### src/design/itw_consts.svh
`ifndef ITW_CONSTS_SVH
`define ITW_CONSTS_SVH

// Register byte offsets on the bus.
`define ITW_OFS_IVCTL 5'h00
`define ITW_OFS_CTL2 5'h04
`define ITW_OFS_WDCTL 5'h08
`define ITW_OFS_WDCLR 5'h0C
`define ITW_OFS_STAT 5'h10

// Reset values.
`define ITW_RST_IVCTL 4'hF
`define ITW_RST_CTL2 3'h7
`define ITW_RST_WDCTL 4'hF

// Field positions.
`define ITW_IV_RESTART 3
`define ITW_C2_MASK 0
`define ITW_C2_CLKSEL 1
`define ITW_C2_BYPASS 2
`define ITW_WD_LOCK 3
`define ITW_WD_RUN 2

// Interval masks, ratio minus one, for interval codes 0 to 7.
`define ITW_IV_M0 14'h0001
`define ITW_IV_M1 14'h0003
`define ITW_IV_M2 14'h0007
`define ITW_IV_M3 14'h000F
`define ITW_IV_M4 14'h001F
`define ITW_IV_M5 14'h00FF
`define ITW_IV_M6 14'h07FF
`define ITW_IV_M7 14'h3FFF

// Watchdog tap masks: reset delay over eight counter steps.
`define ITW_WD_M0 14'h003F
`define ITW_WD_M1 14'h00FF
`define ITW_WD_M2 14'h07FF
`define ITW_WD_M3 14'h3FFF

// Clock management path divides its source by this last count plus one.
`define ITW_CM_DIV_LAST 4'hF
`define ITW_WD_LAST 3'h7

`endif

### src/design/itw_pkg.sv
package itw_pkg;
  // Divider chain word and watchdog count.
  typedef logic [13:0] itw_div_t;
  typedef logic [2:0] itw_wdcnt_t;
  // Source that clocks the divider chain.
  typedef enum {ITW_SRC_SYS, ITW_SRC_SUB} itw_src_t;
endpackage

### src/design/itw_wd_if.sv
`timescale 1ns/10ps
interface itw_wd_if;
  import itw_pkg::*;
  logic tick;
  logic clear;
  logic active;
  logic overflow;
  itw_wdcnt_t count;
  modport ctl (output tick, output clear, output active, input overflow, input count);
  modport wd (input tick, input clear, input active, output overflow, output count);
endinterface

### src/design/itw_watchdog.sv
`timescale 1ns/10ps
`include "itw_consts.svh"
module itw_watchdog
  import itw_pkg::*;
(
  input wire logic clk_i,
  input wire logic rst_i,
  itw_wd_if.wd wd
);
  itw_wdcnt_t cnt_q;
  logic ovf_q;

  // Three-bit counter stepped by its own divider tap.
  always_ff @(posedge clk_i) begin
    if (rst_i || !wd.active) begin
      cnt_q <= '0;
    end else if (wd.clear) begin
      cnt_q <= '0;
    end else if (wd.tick) begin
      cnt_q <= cnt_q + 3'h1;
    end
  end

  // Overflow pulse when the last count steps over.
  always_ff @(posedge clk_i) begin
    if (rst_i) begin
      ovf_q <= 1'b0;
    end else begin
      ovf_q <= wd.active && !wd.clear && wd.tick && (cnt_q == `ITW_WD_LAST);
    end
  end

  assign wd.count = cnt_q;
  assign wd.overflow = ovf_q;
endmodule

### src/design/itw_timer.sv
// The address map and the Wishbone slave port are this design's own decisions.
`timescale 1ns/10ps
`include "itw_consts.svh"
module itw_timer
  import itw_pkg::*;
(
  input wire logic clk_i,
  input wire logic rst_i,
  input wire logic wb_cyc_i,
  input wire logic wb_stb_i,
  input wire logic wb_we_i,
  input wire logic [4:0] wb_adr_i,
  input wire logic [3:0] wb_sel_i,
  input wire logic [31:0] wb_dat_i,
  output logic [31:0] wb_dat_o,
  output logic wb_ack_o,
  input wire logic sub_clock_i,
  input wire logic cm_clock_i,
  input wire logic cm_select_i,
  input wire logic sleep_i,
  output logic divider_output_o,
  output logic prescale_tick_o,
  output logic periodic_irq_o,
  output logic sys_reset_o
);
  localparam int NSYNC = 2;

  itw_wd_if wd_bus ();

  // Pin synchronisers: index 0 is the sub-clock pin, 1 the clock management pin.
  logic [NSYNC-1:0] pin_in;
  logic [NSYNC-1:0] s1_q;
  logic [NSYNC-1:0] s2_q;
  logic [NSYNC-1:0] s3_q;
  logic [NSYNC-1:0] pin_q;
  logic [NSYNC-1:0] pin_prev_q;
  logic [NSYNC-1:0] pin_rise;

  assign pin_in = {cm_clock_i, sub_clock_i};

  // Each pin passes three flops; a change counts once stages two and three agree.
  genvar g;
  generate
    for (g = 0; g < NSYNC; g++) begin : g_sync
      always_ff @(posedge clk_i) begin
        if (rst_i) begin
          s1_q[g] <= 1'b0;
          s2_q[g] <= 1'b0;
          s3_q[g] <= 1'b0;
          pin_q[g] <= 1'b0;
          pin_prev_q[g] <= 1'b0;
        end else begin
          s1_q[g] <= pin_in[g];
          s2_q[g] <= s1_q[g];
          s3_q[g] <= s2_q[g];
          if (s2_q[g] == s3_q[g]) begin
            pin_q[g] <= s3_q[g];
          end
          pin_prev_q[g] <= pin_q[g];
        end
      end
      assign pin_rise[g] = pin_q[g] && !pin_prev_q[g];
    end
  endgenerate

  // Registers.
  logic [3:0] ivctl_q;
  logic [2:0] ctl2_q;
  logic [3:0] wdctl_q;
  logic [3:0] cmdiv_q;
  itw_div_t div_q;
  itw_div_t div_inc;
  logic ack_q;
  logic [31:0] rdat_q;
  logic out_q;
  logic tick_o_q;
  logic irq_q;
  logic rst_o_q;

  // Bus decode; writes and read side effects land on the acknowledging edge.
  logic req;
  logic acc;
  logic wr_en;
  logic wr_ivctl;
  logic wr_ctl2;
  logic wr_wdctl;
  logic rd_wdclr;
  logic restart_ok;

  assign req = wb_cyc_i && wb_stb_i;
  assign acc = req && ack_q;
  assign wr_en = acc && wb_we_i && wb_sel_i[0];
  assign wr_ivctl = wr_en && (wb_adr_i == `ITW_OFS_IVCTL);
  assign wr_ctl2 = wr_en && (wb_adr_i == `ITW_OFS_CTL2);
  assign wr_wdctl = wr_en && (wb_adr_i == `ITW_OFS_WDCTL);
  assign rd_wdclr = acc && !wb_we_i && (wb_adr_i == `ITW_OFS_WDCLR);
  assign restart_ok = wr_ivctl && wb_dat_i[`ITW_IV_RESTART]
    && wdctl_q[`ITW_WD_LOCK];

  // Divider source: sub-clock edges or every system clock cycle.
  itw_src_t src;
  logic sub_tick;
  logic div_tick;

  assign src = ctl2_q[`ITW_C2_CLKSEL] ? ITW_SRC_SUB : ITW_SRC_SYS;
  assign sub_tick = cm_select_i ? (pin_rise[1] && (cmdiv_q == `ITW_CM_DIV_LAST)) : pin_rise[0];
  assign div_tick = (src == ITW_SRC_SUB) ? sub_tick : 1'b1;
  assign div_inc = div_q + {13'h0000, div_tick};

  // Clock management source is divided by sixteen before it acts as sub-clock.
  always_ff @(posedge clk_i) begin
    if (rst_i) begin
      cmdiv_q <= '0;
    end else if (pin_rise[1]) begin
      cmdiv_q <= cmdiv_q + 4'h1;
    end
  end

  // Interval control register: settings update, restart only when permitted.
  always_ff @(posedge clk_i) begin
    if (rst_i) begin
      ivctl_q <= `ITW_RST_IVCTL;
    end else if (wr_ivctl) begin
      ivctl_q <= wb_dat_i[3:0];
    end
  end

  // Control register two: interrupt mask, clock select, bypass.
  always_ff @(posedge clk_i) begin
    if (rst_i) begin
      ctl2_q <= `ITW_RST_CTL2;
    end else if (wr_ctl2) begin
      ctl2_q <= wb_dat_i[2:0];
    end
  end

  // Watchdog control: once the lock bit is cleared only a reset sets it again.
  always_ff @(posedge clk_i) begin
    if (rst_i) begin
      wdctl_q <= `ITW_RST_WDCTL;
    end else if (wr_wdctl) begin
      wdctl_q[`ITW_WD_LOCK] <= wdctl_q[`ITW_WD_LOCK] && wb_dat_i[`ITW_WD_LOCK];
      wdctl_q[`ITW_WD_RUN] <= wb_dat_i[`ITW_WD_RUN];
      wdctl_q[1:0] <= wb_dat_i[1:0];
    end
  end

  // Divider chain counts from reset on its own; a permitted restart zeroes it.
  always_ff @(posedge clk_i) begin
    if (rst_i) begin
      div_q <= '0;
    end else if (restart_ok) begin
      div_q <= '0;
    end else begin
      div_q <= div_inc;
    end
  end

  // Interval tap: the event falls where the selected low stages are all ones.
  itw_div_t iv_mask;
  itw_div_t wd_mask;
  logic iv_event;
  logic iv_level;
  logic wd_event;

  always_comb begin
    case (ivctl_q[2:0])
      3'h0: iv_mask = `ITW_IV_M0;
      3'h1: iv_mask = `ITW_IV_M1;
      3'h2: iv_mask = `ITW_IV_M2;
      3'h3: iv_mask = `ITW_IV_M3;
      3'h4: iv_mask = `ITW_IV_M4;
      3'h5: iv_mask = `ITW_IV_M5;
      3'h6: iv_mask = `ITW_IV_M6;
      3'h7: iv_mask = `ITW_IV_M7;
      default: iv_mask = `ITW_IV_M7;
    endcase
  end

  // Watchdog tap is separate from the interval tap.
  always_comb begin
    case (wdctl_q[1:0])
      2'h0: wd_mask = `ITW_WD_M0;
      2'h1: wd_mask = `ITW_WD_M1;
      2'h2: wd_mask = `ITW_WD_M2;
      2'h3: wd_mask = `ITW_WD_M3;
      default: wd_mask = `ITW_WD_M3;
    endcase
  end

  assign iv_event = div_tick && !restart_ok && ((div_q & iv_mask) == iv_mask);
  assign iv_level = |(div_q & (iv_mask & ~(iv_mask >> 1)));
  assign wd_event = div_tick && ((div_q & wd_mask) == wd_mask);

  // Watchdog active when locked, or when unlocked with the run bit low.
  logic wd_active;
  assign wd_active = !wdctl_q[`ITW_WD_LOCK] || !wdctl_q[`ITW_WD_RUN];
  assign wd_bus.tick = wd_event;
  assign wd_bus.clear = rd_wdclr;
  assign wd_bus.active = wd_active;

  itw_watchdog u_wd (
    .clk_i(clk_i),
    .rst_i(rst_i),
    .wd(wd_bus)
  );

  // Synchronised timer output, forced low in sleep; bypass picks the path.
  always_ff @(posedge clk_i) begin
    if (rst_i || sleep_i) begin
      out_q <= 1'b0;
    end else begin
      out_q <= ctl2_q[`ITW_C2_BYPASS] ? iv_level : pin_q[0];
    end
  end

  // Prescaler tick for other timers and the serial interface.
  always_ff @(posedge clk_i) begin
    if (rst_i) begin
      tick_o_q <= 1'b0;
    end else begin
      tick_o_q <= iv_event;
    end
  end

  // Periodic interrupt pulse gated by the mask, also in sleep.
  always_ff @(posedge clk_i) begin
    if (rst_i) begin
      irq_q <= 1'b0;
    end else begin
      irq_q <= iv_event && !ctl2_q[`ITW_C2_MASK];
    end
  end

  // System reset pulse from watchdog overflow.
  always_ff @(posedge clk_i) begin
    if (rst_i) begin
      rst_o_q <= 1'b0;
    end else begin
      rst_o_q <= wd_bus.overflow;
    end
  end

  // Acknowledge one cycle after the request, then drop; read data comes with it.
  always_ff @(posedge clk_i) begin
    if (rst_i) begin
      ack_q <= 1'b0;
      rdat_q <= '0;
    end else begin
      ack_q <= req && !ack_q;
      rdat_q <= '0;
      if (req && !ack_q && !wb_we_i) begin
        case (wb_adr_i)
          `ITW_OFS_CTL2: rdat_q[2:0] <= ctl2_q;
          `ITW_OFS_WDCTL: rdat_q[3:0] <= wdctl_q;
          `ITW_OFS_WDCLR: rdat_q[2:0] <= wd_bus.count;
          `ITW_OFS_STAT: rdat_q[4:0] <= {wd_bus.count, wd_active, out_q};
          default: rdat_q <= '0;
        endcase
      end
    end
  end

  assign wb_ack_o = ack_q;
  assign wb_dat_o = rdat_q;
  assign divider_output_o = out_q;
  assign prescale_tick_o = tick_o_q;
  assign periodic_irq_o = irq_q;
  assign sys_reset_o = rst_o_q;
endmodule

### config.mk
export PLATFORM = sky130hd
export DESIGN_NAME = itw_timer
export DESIGN_NICKNAME = d
export VERILOG_FILES = /design/src/design/itw_pkg.sv /design/src/design/itw_wd_if.sv /design/src/design/itw_watchdog.sv /design/src/design/itw_timer.sv
export VERILOG_INCLUDE_DIRS = /design/src /design/src/design
export SDC_FILE = /design/constraint.sdc
export NUM_CORES = 1
export LEC_CHECK = 0
export ABC_AREA = 1
export BUFFER_PORTS_ARGS = -buffer_cell sky130_fd_sc_hd__buf_2
export CAP_MARGIN = 25
export CORE_MARGIN = 2
export CORE_UTILIZATION = 51
export DETAILED_ROUTE_END_ITERATION = 12
export GPL_TIMING_DRIVEN = 0
export PLACE_DENSITY = 0.81
export SYNTH_ARGS = -nofsm -noshare
export SYNTH_HDL_FRONTEND = slang
export SYNTH_SLANG_ARGS = --single-unit
### constraint.sdc
create_clock -name clk_i -period 1.87 [get_ports clk_i]
set_input_delay 0.0935 -clock clk_i [delete_from_list [all_inputs] [get_ports clk_i]]
set_output_delay 0.0935 -clock clk_i [all_outputs]
set_load 0.02 [all_outputs]
==> flow_metrics.tcl <==
set metrics [dict create \
    setup_violations 0 \
    post-place-cells 494 \
    final.min_clock_period_ns 1.76 \
    crit_buf_inv 0 \
    dp_hpwl_microns 4050 \
    multiInputGateArea_sq_um 1250 \
    first_pass_iters 4 \
    period_share_pct 94.2 \
    critPathLaunchType "flip-flop" \
    slowest_delay_ns 0.36 \
    grtUsageMet1_pct 23.0 \
    clockPowerShare_pct 43.0 \
    num_vias 2375 \
    top_usage_layer "met2" \
    whs_ns 0.0192 \
    status "completed" \
    clock_latency_ns 0.33 \
    slowest_stage "dfxtp_1" \
    clock_sinks 59 \
    port_buffers 27 \
    cts_made_buffers 9 \
    rsz0062_at_grt "true" \
    finalNonFillerCells 513 \
    crit_arrival_ns 1.98 \
    path_clk_slew_ns 0.06 \
    die_x_microns 77.5 \
    overflow 0 \
    grt_pass1_vias 2183 \
    synthCells 371 \
    drtIter0Drc 179 \
    wirelength_microns 5410 \
    ys_async_sr_fraction_pct 0 \
    crit_path_max_fanout 4 \
    required_ns 2.09 \
    n_fill_cell 454 \
    synth-edff-count 0 \
    io-pin-count 87 \
    cts_tree "built" \
    ys_top_cells_by_count "nand2_1, nor2_1, dfxtp_1" \
    yosys.area.top_type "dfxtp_1" \
    p_int_mw 1.97 \
    grt_max_degree 11 \
    num_rows 26 \
    drc 0 \
    seq_area_sq_um 1180 \
    synth_seq_cells 59 \
    core_area_sq_um 5170 \
    vias_per_cell 4.63 \
    gp_congestion 0.877 \
    grt_use_met3_pct 6.74 \
    timing.slew.headroom_pct 62.0 \
    finalPower_mw 2.53 \
    die_y_microns 77.5 \
    ys_types 32 \
    tightestPinTransition_ns 0.570 \
    hold_violations 0 \
    hp-class "primary input to flip-flop" \
    htreeDepth 3 \
    swShare_pct 22.2 \
    synth_top_area_share_pct 42.9 \
    max_freq_mhz 568 \
    drv_cap 0 \
    diodes 0 \
    grt_use_met2_pct 32.3 \
    fin_setup_tns_ns 0 \
    synthToLayoutAreaGrowth_pct 20.5 \
    path_cells "ha_2, nand3_1, nand2_2, ha_1, ha_2, nand2_2, nor2_2, nand2_1, xor2_1, nor2_1" \
    wire_per_inst_microns 10.5 \
    cts_root_buf "clkbuf_8" \
    power_density_nw_per_um2 761 \
    ys.flop_type "dfxtp_1" \
    syn_area_sq_um 2760 \
    yosysSeqAreaShare_pct 42.9 \
    vdd_drop_max_v 0.000570 \
    initial_utilization_pct 53.3 \
    skew_ns 0.00604 \
    syn_avg_cell_area_sq_um 7.43 \
    switchingPower_mw 0.560 \
    synthTopCellsByArea "dfxtp_1, nand2_1, nor2_1" \
    p_comb_share_pct 6.9 \
    drtAntennaViolNets 0 \
    critPathTopFamily "adder cells" \
    report.final.slew_viol_count 0 \
    p_leak_nw 1.59 \
    layout.nets 495 \
    globalRouteTotalUtil_pct 19.2 \
    clockBufferDepth 2 \
    seqPwrFrac_pct 50.2 \
    drive_above_1_share_pct 23.3 \
    crit_path_end_kind "flip-flop" \
    die_area_sq_um 6010 \
    synth_warnings 0 \
    critical_path_class "flip-flop to flip-flop" \
    grt_pass1_wl_microns 9250 \
    antenna_found_initial 0 \
]
[cells in the final DEF, fill, tap and decap left out]
master	count
dfxtp_1	59
nand2_1	58
nor2_1	58
inv_1	52
buf_4	31
buf_2	28
conb_1	27
nand3_1	21
o21ai_0	15
a21oi_1	11
clkbuf_8	10
xor2_1	8
nand2_2	7
nor2_2	6
nand4_1	6
nor3_1	5
inv_2	4
nand3_2	4
o211ai_1	4
nor2_4	3
ha_1	3
o22ai_1	2
or2_2	2
xnor2_1	2
ha_2	2
clkinv_2	2
dlygate4sd3_1	2
buf_6	1
o21ai_1	1
buf_1	1
nor3_2	1
a31o_2	1
nand3b_1	1
a211oi_1	1
or2_1	1
or2_0	1
clkbuf_1	1
bufinv_16	1
[tightest hold or removal path, stage by stage]
cell     delay (ns)
buf_2          0.10
nand2_1        0.06
nor3_2         0.04
[layout make-up]
type / instances / share of cell area [%]
clock buffer: 11 / 4.26
clock inverter: 3 / 1.21
tap: 70 / 2.64
sequential: 59 / 35.6
buffer: 31 / 6.94
timing repair buffer: 32 / 5.35
multi-input combinational: 251 / 37.7
inverter: 56 / 6.33
[path summary, 6_finish.rpt]
path,depth (start not counted),startpoint,slack (ns),endpoint
hold / removal,3,wb_stb_i,0.02,wb_ack_o
setup reg to reg,10,cmdiv_q[1],0.11,div_q[12]
setup / recovery,10,cmdiv_q[1],0.11,div_q[12]
hold reg to reg,2,u_wd.wd.overflow,0.40,sys_reset_o
[timing repair]
action / CTS / global route
pin swaps: 1 / 1
gates resized for setup: 2 / 5
hold buffers: 2 / 0
cloned: 0 / 0
endpoints found under the hold margin: 2 / 0
setup buffers: 1 / 2
setup endpoints to repair: 5 / 3
[power by group through the flow]
stage / logic (mW) / clock network [mW] / registers, mW
after global placement: 0.165 / 0 / 1.29
after detailed placement: 0.167 / 0 / 1.29
after floorplan: 0.129 / 0 / 1.29
after global routing: 0.189 / 1.17 / 1.27
after CTS: 0.171 / 1.11 / 1.27
final: 0.173 / 1.09 / 1.27
[per-layer routing]
metal / vias to the layer above / share of wire (%)
li1: 1239 / -
met1: 1045 / 44
met2: 86 / 47
met3: 5 / 7.8
met4: 0 / 1.1
met5: - / 0
[through the flow]
step	cell area (sq um)	util (%)	setup WS (ns)
floorplan	2850	-	0.194
global placement	3080	59.5	-0.0997
detailed placement	3080	59.5	-0.132
CTS	3290	63.6	0.0149
global route	3320	64.2	-0.0237
finish	3320	64.2	0.108
[registers in the layout (all words and copies together) (netlist names)]
register / cells
div_q: 14
iv_mask: 7
wb_dat_o: 5
cmdiv_q: 4
wdctl_q: 4
ctl2_q: 3
ivctl_q: 3
u_wd.wd.count: 3
pin_prev_q: 2
pin_q: 2
s1_q: 2
s2_q: 2
s3_q: 2
divider_output_o: 1
periodic_irq_o: 1
prescale_tick_o: 1
sys_reset_o: 1
u_wd.wd.overflow: 1
wb_ack_o: 1
[logic make-up (layout without fill, tap and decap cells)]
group,count (synthesis),in the layout,synth area share (%)
other cells,1,27,0.136
buf+inv,87,133,16.0
xor+xnor,10,10,3.18
compound gates,35,35,7.04
fa+ha+maj,5,5,2.27
simple gates,174,174,28.5
flops,59,59,42.9
No activity file was read; power rests on OpenSTA's default activity.
